## config.mk

```make
export PLATFORM = sky130hd
export DESIGN_NAME = pmr_top
export DESIGN_NICKNAME = d
export VERILOG_FILES = /design/src/verilog/pmr_pkg.sv /design/src/verilog/pmr_top.sv
export SDC_FILE = /design/constraint.sdc
export NUM_CORES = 1
export LEC_CHECK = 0
export BUFFER_PORTS_ARGS = -buffer_cell sky130_fd_sc_hd__buf_2
export CORE_ASPECT_RATIO = 0.9
export CORE_MARGIN = 2
export CORE_UTILIZATION = 54
export CTS_CLUSTER_DIAMETER = 200
export CTS_CLUSTER_SIZE = 25
export DETAILED_ROUTE_END_ITERATION = 8
export GPL_ROUTABILITY_DRIVEN = 0
export PLACE_DENSITY = 0.73
export SLEW_MARGIN = 20
export SYNTH_ARGS = -nofsm -noshare
export SYNTH_HDL_FRONTEND = slang
export SYNTH_SLANG_ARGS = --single-unit
```

## constraint.sdc

```tcl
create_clock -name pclk -period 2.3 [get_ports pclk]
set_clock_uncertainty 0.05 [all_clocks]
set_input_delay 0.23 -clock pclk [delete_from_list [all_inputs] [get_ports pclk]]
set_output_delay 0.23 -clock pclk [all_outputs]
set_load 0.03 [all_outputs]
```

## src/verilog/pmr_pkg.sv

```systemverilog
// Purpose: shared constants for the loop mode and reset controller
// Assumes: 32-bit apb, word-aligned registers
// Notes: offsets are byte addresses
package pmr_pkg;
    localparam logic [11:0] PMR_OFF_CTRL = 12'h000;
    localparam logic [11:0] PMR_OFF_BW = 12'h004;
    localparam logic [11:0] PMR_OFF_FREQ = 12'h008;
    localparam logic [11:0] PMR_OFF_STATUS = 12'h00C;
    localparam logic [11:0] PMR_OFF_STORE = 12'h010;
    // ctrl fields
    localparam int PMR_CTRL_HARD_RST = 0;
    localparam int PMR_CTRL_SOFT_RST = 1;
    localparam int PMR_CTRL_FASTLOCK_EN = 2;
    localparam int PMR_CTRL_AUTO_SEL = 3;
    localparam int PMR_CTRL_MAN_SEL = 4;
    localparam int PMR_CTRL_STORE_WR = 6;
    // bw fields: normal code [4:0], fast code [12:8]
    localparam int PMR_BW_NORM_LSB = 0;
    localparam int PMR_BW_FAST_LSB = 8;
    localparam logic [4:0] PMR_BW_NORM_MAX = 5'h10; // 0.1 Hz .. 4 kHz
    localparam logic [4:0] PMR_BW_FAST_MIN = 5'h0A; // 100 Hz
    localparam logic [4:0] PMR_BW_FAST_MAX = 5'h10; // 4 kHz
    // config store reset image
    localparam logic [31:0] PMR_STORE_CTRL_RST = 32'h0000_000C;
    localparam logic [31:0] PMR_STORE_BW_RST = 32'h0000_0C04;
    localparam logic [31:0] PMR_STORE_FREQ_RST = 32'h0000_0000;
    localparam logic [7:0] PMR_INIT_CYCLES = 8'h20;
    typedef enum logic [4:0] {
        PMR_INIT = 5'b00001,
        PMR_FREERUN = 5'b00010,
        PMR_ACQUIRE = 5'b00100,
        PMR_LOCKED = 5'b01000,
        PMR_HOLDOVER = 5'b10000
    } pmr_mode_t;
endpackage : pmr_pkg

```

## src/verilog/pmr_top.sv

```systemverilog
// Purpose: loop mode, reset and bandwidth control with apb registers
// Assumes: all inputs synchronous to pclk
// Notes: init loads ctrl/bw/freq from the config store image
//
// Added by the designer: the register offsets and register access over APB.
`timescale 1ns/1ps
`default_nettype none
module pmr_top
    import pmr_pkg::*;
(
    input wire logic pclk,
    input wire logic presetn,
    input wire logic hard_reset_n,
    input wire logic [3:0] reference_inputs,
    input wire logic lock_detect,
    input wire logic psel,
    input wire logic penable,
    input wire logic pwrite,
    input wire logic [11:0] paddr,
    input wire logic [31:0] pwdata,
    output logic [31:0] prdata,
    output logic pready,
    output logic pslverr,
    output logic clk_out_en,
    output logic loss_of_lock,
    output logic [4:0] loop_bw,
    output logic [1:0] ref_sel,
    output logic [4:0] mode,
    output logic init_done
);
    logic hard_rst_q;
    logic [7:0] init_cnt_q;
    pmr_mode_t mode_q;
    pmr_mode_t mode_d;
    logic [31:0] ctrl_q;
    logic [31:0] bw_q;
    logic [31:0] freq_q;
    logic [31:0] act_bw_q;
    logic [31:0] act_freq_q;
    logic [31:0] st_ctrl_q;
    logic [31:0] st_bw_q;
    logic [31:0] st_freq_q;
    logic [1:0] sel_q;
    logic [31:0] rdata_q;
    logic ready_q;
    logic err_q;
    logic oe_q;
    logic lol_q;
    logic [4:0] bw_out_q;

    // clamp bandwidth codes into their legal ranges
    wire [4:0] norm_raw = bw_q[PMR_BW_NORM_LSB +: 5];
    wire [4:0] fast_raw = bw_q[PMR_BW_FAST_LSB +: 5];
    wire [4:0] norm_code = (norm_raw > PMR_BW_NORM_MAX) ? PMR_BW_NORM_MAX : norm_raw;
    wire [4:0] fast_code = (fast_raw < PMR_BW_FAST_MIN) ? PMR_BW_FAST_MIN :
        ((fast_raw > PMR_BW_FAST_MAX) ? PMR_BW_FAST_MAX : fast_raw);

    // bandwidth writes are stored already clamped, so readback and store see legal codes
    wire [4:0] wr_norm_raw = pwdata[PMR_BW_NORM_LSB +: 5];
    wire [4:0] wr_fast_raw = pwdata[PMR_BW_FAST_LSB +: 5];
    wire [4:0] wr_norm = (wr_norm_raw > PMR_BW_NORM_MAX) ? PMR_BW_NORM_MAX : wr_norm_raw;
    wire [4:0] wr_fast = (wr_fast_raw < PMR_BW_FAST_MIN) ? PMR_BW_FAST_MIN :
        ((wr_fast_raw > PMR_BW_FAST_MAX) ? PMR_BW_FAST_MAX : wr_fast_raw);
    wire [31:0] bw_wdata = {19'h0_0000, wr_fast, 3'h0, wr_norm};

    wire initing = (mode_q == PMR_INIT);
    wire any_valid = |reference_inputs;
    wire auto_sel = ctrl_q[PMR_CTRL_AUTO_SEL];
    wire [1:0] man_sel = ctrl_q[PMR_CTRL_MAN_SEL +: 2];
    // lowest-numbered valid input wins in automatic mode
    wire [1:0] auto_pick = reference_inputs[0] ? 2'h0 : reference_inputs[1] ? 2'h1 :
        reference_inputs[2] ? 2'h2 : 2'h3;
    wire [1:0] sel_d = auto_sel ? auto_pick : man_sel;
    wire sel_valid = reference_inputs[sel_q];
    wire can_sync = auto_sel ? any_valid : reference_inputs[man_sel];

    wire access = psel && penable && !ready_q;
    wire bus_ok = !initing;
    wire wr = access && pwrite && bus_ok;
    wire rd = access && !pwrite;
    wire hit_ctrl = paddr == PMR_OFF_CTRL;
    wire hit_bw = paddr == PMR_OFF_BW;
    wire hit_freq = paddr == PMR_OFF_FREQ;
    wire hit_stat = paddr == PMR_OFF_STATUS;
    wire hit_store = paddr == PMR_OFF_STORE;
    wire mapped = hit_ctrl | hit_bw | hit_freq | hit_stat | hit_store;
    wire sw_hard = wr && hit_ctrl && pwdata[PMR_CTRL_HARD_RST];
    wire sw_soft = wr && hit_ctrl && pwdata[PMR_CTRL_SOFT_RST];
    wire sw_store = wr && hit_ctrl && pwdata[PMR_CTRL_STORE_WR];
    wire [31:0] status_word = {17'h0_0000, sel_q, lol_q, oe_q, ~initing, bw_out_q, mode_q};
    wire [31:0] rd_mux = hit_ctrl ? ctrl_q : hit_bw ? bw_q : hit_freq ? freq_q :
        hit_stat ? status_word : hit_store ? act_freq_q : 32'h0000_0000;

    always_comb begin
        mode_d = mode_q;
        unique case (mode_q)
            PMR_INIT: if (init_cnt_q == PMR_INIT_CYCLES) mode_d = PMR_FREERUN;
            PMR_FREERUN: if (can_sync) mode_d = PMR_ACQUIRE;
            PMR_ACQUIRE: begin
                if (!can_sync) mode_d = PMR_FREERUN;
                else if (lock_detect && sel_valid) mode_d = PMR_LOCKED;
            end
            PMR_LOCKED: begin
                if (!sel_valid && !can_sync) mode_d = PMR_HOLDOVER;
                else if (!sel_valid || !lock_detect) mode_d = PMR_ACQUIRE;
            end
            PMR_HOLDOVER: if (can_sync) mode_d = PMR_ACQUIRE;
            default: mode_d = PMR_INIT;
        endcase
    end

    // registered hard reset request: pin or control bit
    always_ff @(posedge pclk or negedge presetn) begin
        if (!presetn) hard_rst_q <= 1'b1;
        else hard_rst_q <= !hard_reset_n || sw_hard;
    end

    // config store: nonvolatile image, survives hard reset
    always_ff @(posedge pclk or negedge presetn) begin
        if (!presetn) begin
            st_ctrl_q <= PMR_STORE_CTRL_RST;
            st_bw_q <= PMR_STORE_BW_RST;
            st_freq_q <= PMR_STORE_FREQ_RST;
        end else if (sw_store) begin
            st_ctrl_q <= ctrl_q & ~32'h0000_0043;
            st_bw_q <= bw_q;
            st_freq_q <= freq_q;
        end
    end

    always_ff @(posedge pclk or negedge presetn) begin
        if (!presetn) begin
            mode_q <= PMR_INIT;
            init_cnt_q <= 8'h00;
        end else if (hard_rst_q) begin
            mode_q <= PMR_INIT;
            init_cnt_q <= 8'h00;
        end else begin
            mode_q <= mode_d;
            if (initing) init_cnt_q <= init_cnt_q + 8'h01;
        end
    end

    // user registers; loaded from store during init
    always_ff @(posedge pclk or negedge presetn) begin
        if (!presetn) begin
            ctrl_q <= 32'h0000_0000;
            bw_q <= 32'h0000_0000;
            freq_q <= 32'h0000_0000;
            act_bw_q <= 32'h0000_0000;
            act_freq_q <= 32'h0000_0000;
        end else if (hard_rst_q || initing) begin
            ctrl_q <= st_ctrl_q;
            bw_q <= st_bw_q;
            freq_q <= st_freq_q;
            act_bw_q <= st_bw_q;
            act_freq_q <= st_freq_q;
        end else begin
            if (wr && hit_ctrl) ctrl_q <= pwdata & ~32'h0000_0043;
            if (wr && hit_bw) bw_q <= bw_wdata;
            if (wr && hit_freq) freq_q <= pwdata;
            if (sw_soft) begin
                act_bw_q <= bw_q;
                act_freq_q <= freq_q;
            end
        end
    end

    // active loop bandwidth, selection and status outputs
    always_ff @(posedge pclk or negedge presetn) begin
        if (!presetn) begin
            oe_q <= 1'b0;
            lol_q <= 1'b1;
            bw_out_q <= 5'h00;
            sel_q <= 2'h0;
        end else begin
            oe_q <= !hard_rst_q && !initing;
            lol_q <= (mode_d != PMR_LOCKED);
            if (mode_d == PMR_ACQUIRE && ctrl_q[PMR_CTRL_FASTLOCK_EN]) bw_out_q <= fast_code;
            else bw_out_q <= norm_code;
            if (mode_q != PMR_LOCKED && mode_q != PMR_HOLDOVER) sel_q <= sel_d;
            else if (mode_q == PMR_LOCKED && !sel_valid) sel_q <= sel_d;
        end
    end

    // apb slave: one wait state, error when unmapped or during init
    always_ff @(posedge pclk or negedge presetn) begin
        if (!presetn) begin
            ready_q <= 1'b0;
            err_q <= 1'b0;
            rdata_q <= 32'h0000_0000;
        end else begin
            ready_q <= access;
            err_q <= access && (!mapped || !bus_ok);
            rdata_q <= (rd && mapped && bus_ok) ? rd_mux : 32'h0000_0000;
        end
    end

    assign prdata = rdata_q;
    assign pready = ready_q;
    assign pslverr = err_q;
    assign clk_out_en = oe_q;
    assign loss_of_lock = lol_q;
    assign loop_bw = bw_out_q;
    assign ref_sel = sel_q;
    assign mode = mode_q;
    assign init_done = oe_q;
endmodule : pmr_top
`default_nettype wire
```

==> results of run 1 <==
-- final cells by class --
type                            count  area share (%)
Sequential cell                   275            48.9
Inverter                            9           0.239
Tap cell                          291            2.58
Timing Repair Buffer              197            11.0
Multi-Input combinational cell    718            34.4
Clock buffer                       21            2.82
-- cells in the mapped netlist (3+ instances only) --
library cell / count / area (sq um)
nand2b_1: 12 / 75.1
dfstp_2: 8 / 210
nor2b_1: 7 / 43.8
nor3_1: 12 / 60.1
nor2_1: 97 / 364
o2bb2ai_1: 3 / 26.3
buf_2: 23 / 115
nand4b_1: 4 / 35.0
xor2_1: 6 / 52.6
nand3_1: 11 / 55.1
o21ai_1: 10 / 50.1
mux2_1: 70 / 788
a31oi_1: 9 / 56.3
nand2_1: 72 / 270
dfrtp_1: 267 / 6680
o211ai_1: 12 / 90.1
mux2i_1: 53 / 531
and4_1: 4 / 35.0
a22o_1: 22 / 193
clkbuf_1: 33 / 124
xnor2_1: 3 / 26.3
o21ai_0: 32 / 160
a22oi_1: 41 / 308
buf_1: 5 / 18.8
inv_1: 8 / 30.0
nand4_1: 3 / 18.8
buf_4: 12 / 90.1
mux2_2: 27 / 304
a21oi_1: 140 / 701
o22ai_1: 7 / 43.8
and2_1: 26 / 163
-- routing by layer --
layer | vias to the layer above | share of wire (%)
met5 | - | 0
met1 | 4629 | 46
met3 | 48 | 6.0
met4 | 0 | 1.9
li1 | 4103 | -
met2 | 286 | 46
-- per-stage QoR --
step	instances	area, sq um	power [mW]	hold WS, ns
floorplan	1074	12100	5.00	-0.116
global placement	1466	13400	5.22	0.162
detailed placement	1466	13400	5.22	0.163
CTS	1503	14000	7.95	0.000407
global route	1511	14100	8.16	0.0180
finish	1511	14100	7.90	0.00323
-- worst max path at each step --
stage / end / slack, ns / cells after the start
detailed placement: st_ctrl_q[13] / 0.02 / 7
global route: st_freq_q[12] / -0.02 / 8
floorplan: loop_bw[2] / 0.01 / 6
CTS: st_freq_q[13] / 0.02 / 6
finish: st_freq_q[18] / 0.02 / 8
global placement: st_freq_q[14] / 0.08 / 6
-- critical path, stage by stage, from the launching register on --
cell and delay, ns:
dfrtp_2 0.42, or2_4 0.28, o311ai_4 0.30, buf_12 0.16
nor4_4 0.04, buf_4 0.17, nand2_4 0.15, buf_12 0.22
mux2_2 0.36
-- repair_timing --
action / CTS / global route
hold buffers: 16 / 0
hold endpoints to repair: 71 / 0
setup buffers: 0 / 5
gates resized for setup: 0 / 7
endpoints found under the setup margin: 0 / 41
-- power by group --
| part | switching, mW | internal (mW) |
|---|---|---|
| Sequential | 0.00994 | 4.84 |
| Combinational | 0.193 | 0.104 |
| Clock | 1.54 | 1.21 |
| Total | 1.74 | 6.16 |
-- kinds of logic (layout without fill, tap and decap cells) --
kind of cell / count (synthesis) / in the layout / share of synthesized area [%]
flip-flops: 275 / 275 / 57.2
buffers and inverters: 82 / 227 / 3.17
multiplexers: 151 / 151 / 13.7
adder cells (fa/ha/maj): 2 / 2 / 0.208
AND/OR/NAND/NOR: 265 / 266 / 10.5
AO/OA/AOI/OAI: 290 / 290 / 14.6
XOR/XNOR: 9 / 9 / 0.654
-- flip-flops by register name, indices dropped and copies added, names as in the netlist, 29 cells and up --
| signal | count |
|---|---|
| act_freq_q | 32 |
| bw_q | 32 |
| ctrl_q | 29 |
| freq_q | 32 |
| prdata | 32 |
| st_bw_q | 32 |
| st_ctrl_q | 29 |
| st_freq_q | 32 |
==> results_dict.tcl, run 1 <==
set metrics [dict create \
    worst_pin_slew_ns 0.500 \
    pre_cts_slack_ns 0.0173 \
    multi_input_area_sq_um 4860 \
    fmax_mhz 439 \
    grt_use_met2_pct 41.2 \
    cts.path.max_buffers 3 \
    min_path_type "in -> reg" \
    report.final.slew_viol_count 0 \
    dieArea_sq_um 23500 \
    start_util_pct 55.4 \
    core_area_sq_um 21800 \
    cts_buffers 14 \
    startpoint_type "register" \
    viasPerCell 6.00 \
    via_count 9066 \
    grtUsageMet3_pct 3.68 \
    fin_util_pct 64.8 \
    yosysUniqueCellTypes 55 \
    clkTransAtPathRegs_ns 0.10 \
    wirelength_microns 30700 \
    grt_usage_pct 25.8 \
    synth_top_flop_cell "dfrtp_1" \
    slew_headroom_pct 66.6 \
    crit_type "reg -> reg" \
    die_h_microns 146 \
    final-hold-violation-count 0 \
    nets 1272 \
    antenna_found_initial 0 \
    drv_cap 0 \
    reg2reg_from "mode[1]" \
    final_common_cell "dfrtp_1" \
    root_buffer "clkbuf_16" \
    synth_edf_count 0 \
    syn_area_per_cell_sq_um 11.2 \
    cp.arrival_ns 2.60 \
    syn_nets 1131 \
    r2r_setup_slack_ns 0.02 \
    clock-sinks 275 \
    drc_errors 0 \
    layout.filler_cells 1678 \
    grt_pass1_vias 9060 \
    end_kind "register" \
    critical_path_peak_fanout 26 \
    finalSetupViolations 0 \
    min_from "psel" \
    async_reset_ff_share_pct 100 \
    synth_seq_area_share_pct 57.2 \
    ff2ff_path_depth 8 \
    clock_latency_ns 0.49 \
    grtUsageMet1_pct 37.9 \
    first_iter_violations 720 \
    status "complete, no violations" \
    seq_area_sq_um 6900 \
    grt_overflow 0 \
    design.portCount 104 \
    worstHoldEndpoint "pready" \
    cts_tree "built" \
    n_antenna_cell 0 \
    startpoint "mode[1]" \
    cp.required_ns 2.62 \
    io_buffers 103 \
    synth_cells 1074 \
    first_pass_iters 6 \
    tns_ns 0 \
    busiest_layer "met2" \
    hold_path_depth 3 \
    hpwl_microns 20300 \
    syn2layout_area_growth_pct 17.1 \
    netlist_area_sq_um 12000 \
    grt_max_degree 62 \
    rsz0062_at_grt "true" \
    vdd_drop_max_mv 0.484 \
    row_count 51 \
    fin_crit_sh_pct 99.0 \
    ys_seq_elements 275 \
    worst_slack_ns 0.0231 \
    cts_htree_levels 1 \
    fin_crit_ns 2.28 \
    ant_nets 0 \
    power_density_nw_per_um2 560 \
    r2r_end "st_freq_q[18]" \
    routedWlPerCell_microns 20.3 \
    drive_gt1_share_pct 21.1 \
    yosysWarningCount 0 \
    power_leakage_nw 6.86 \
    grt_pass1_wl_microns 48800 \
    layout_common_cells "dfrtp_1, a21oi_1, buf_2, nor2_1" \
    die_width_microns 161 \
]
(Power assumes the default switching activity.)
==> run 2: changes to the inputs <==
--- a/config.mk
+++ b/config.mk
@@ -13,6 +13,7 @@
 export CTS_CLUSTER_SIZE = 25
 export DETAILED_ROUTE_END_ITERATION = 8
 export GPL_ROUTABILITY_DRIVEN = 0
+export MAX_ROUTING_LAYER = met4
 export PLACE_DENSITY = 0.73
 export SLEW_MARGIN = 20
 export SYNTH_ARGS = -nofsm -noshare
==> run 2 against run 1 <==
Critical path depth stayed put. Flip-flop and latch count unchanged. Combinational power is essentially flat. Global-route usage grew 0.76 points. Clock-buffer cell count did not move. Die area unchanged. Power about the same. Via count hardly changed. Critical path type unchanged.
==> results_dict.tcl, run 2 (synthesis gave the netlist of run 1 again) <==
set metrics [dict create \
    status "complete, no violations" \
    grt_max_degree 62 \
    rsz0062_at_grt "true" \
    power_leakage_nw 6.86 \
    clkTransAtPathRegs_ns 0.10 \
    worstHoldEndpoint "pready" \
    cts_tree "built" \
    fin_crit_ns 2.29 \
    grtUsageMet1_pct 38.1 \
    slew_headroom_pct 66.4 \
    fmax_mhz 438 \
    critical_path_peak_fanout 26 \
    power_density_nw_per_um2 560 \
    crit_path_cell_trace "or2_4 -> o311ai_4 -> buf_12 -> nor4_4 -> buf_4 -> nand2_4 -> buf_12 -> mux2_2" \
    clock_latency_ns 0.50 \
    via_count 9075 \
    vdd_drop_max_mv 0.483 \
    io_buffers 103 \
    nets 1272 \
    report.final.slew_viol_count 0 \
    fin_util_pct 64.8 \
    hold_path_depth 3 \
    power.total_mw 7.90 \
    fin_crit_sh_pct 99.3 \
    startpoint "mode[1]" \
    r2r_setup_slack_ns 0.01 \
    tns_ns 0 \
    startpoint_type "register" \
    finalSetupViolations 0 \
    root_buffer "clkbuf_16" \
    ant_nets 0 \
    r2r_end "st_freq_q[18]" \
    worst_pin_slew_ns 0.504 \
    row_count 51 \
    cts_buffers 14 \
    grt_pass1_wl_microns 48800 \
    slowest_stage "dfrtp_2" \
    grt_use_met2_pct 41.3 \
    first_iter_violations 636 \
    end_kind "register" \
    n_antenna_cell 0 \
    grtUsageMet3_pct 3.28 \
    final-hold-violation-count 0 \
    hold_ws_ns 0.00247 \
    drive_gt1_share_pct 21.1 \
    min_path_type "in -> reg" \
    clock-sinks 275 \
    ff2ff_path_depth 8 \
    cts.path.max_buffers 3 \
    reg2reg_from "mode[1]" \
    drc_errors 0 \
    grt_pass1_vias 9063 \
    routedWlPerCell_microns 20.3 \
    design.portCount 104 \
    die_width_microns 161 \
    layout.filler_cells 1678 \
    final_cell_count_no_fill 1511 \
    viasPerCell 6.01 \
    crit_type "reg -> reg" \
    start_util_pct 55.4 \
    grt_usage_pct 26.6 \
    die_h_microns 146 \
    wirelength_microns 30600 \
    cp.required_ns 2.62 \
    grt_overflow 0 \
    core_area_sq_um 21800 \
    cts_htree_levels 1 \
    syn2layout_area_growth_pct 17.1 \
    final_common_cell "dfrtp_1" \
    layout_common_cells "dfrtp_1, a21oi_1, buf_2, nor2_1" \
    cp.arrival_ns 2.61 \
    cpMostUsedCell "buf_12" \
    busiest_layer "met2" \
    min_from "psel" \
    dieArea_sq_um 23500 \
    max_stage_delay_ns 0.42 \
    dp.cells 1466 \
    antenna_found_initial 0 \
    first_pass_iters 5 \
    drv_cap 0 \
    hpwl_microns 20300 \
]
==> run 2: cell counts in the layout (fill, tap and decap cells not counted) <==
Identical to the previous run, type by type.
==> run 2: worst max path at each step <==
stage,end,slack (ns),cells past startpoint
4_1_cts,st_freq_q[13],0.02,6
6_report,st_freq_q[18],0.01,8
3_5_place_dp,st_ctrl_q[13],0.02,7
2_1_floorplan,loop_bw[2],0.01,6
3_3_place_gp,st_freq_q[14],0.08,6
5_1_grt,st_freq_q[12],-0.02,8
==> run 2: cell type report <==
class | count | area, sq um | share of cell area (%)
clock buffers | 21 | 398 | 2.82
inverters | 9 | 33.8 | 0.239
multi-input cells | 718 | 4860 | 34.4
flip-flops and latches | 275 | 6900 | 48.9
well taps | 291 | 364 | 2.58
repair buffers | 197 | 1560 | 11.0
==> run 2: layer usage <==
layer | part of all wire [%] | routed length (microns) | vias up
met5 | 0 | 0 | -
met2 | 47 | 14300 | 307
li1 | - | - | 4102
met4 | 1.7 | 508 | 0
met1 | 45 | 13800 | 4617
met3 | 6.6 | 2020 | 49
==> run 2: critical path, delay by kind of cell, from the launching register on <==
family,cells,cell delay [ns]
buffers and inverters,3,0.55
AND/OR/NAND/NOR,3,0.47
flip-flops,1,0.42
multiplexers,1,0.36
AO/OA/AOI/OAI,1,0.30
==> run 2: where the power goes <==
| part | switching, mW | internal, mW |
|---|---|---|
| Sequential | 0.00990 | 4.84 |
| Combinational | 0.193 | 0.104 |
| Clock | 1.54 | 1.21 |
| Total | 1.74 | 6.16 |
==> run 2: metrics by stage <==
stage	instance area, sq um	setup WS [ns]
final	14100	0.0150
after global routing	14100	-0.0206
after CTS	14000	0.0174
after detailed placement	13400	0.0173
after global placement	13400	0.0798
after floorplan	12100	0.0103
==> run 2: what timing repair did <==
item	in CTS	in global routing
hold buffers	16	0
hold endpoints to repair	71	0
setup buffers	0	5
endpoints found under the setup margin	0	37
gates resized for setup	0	7
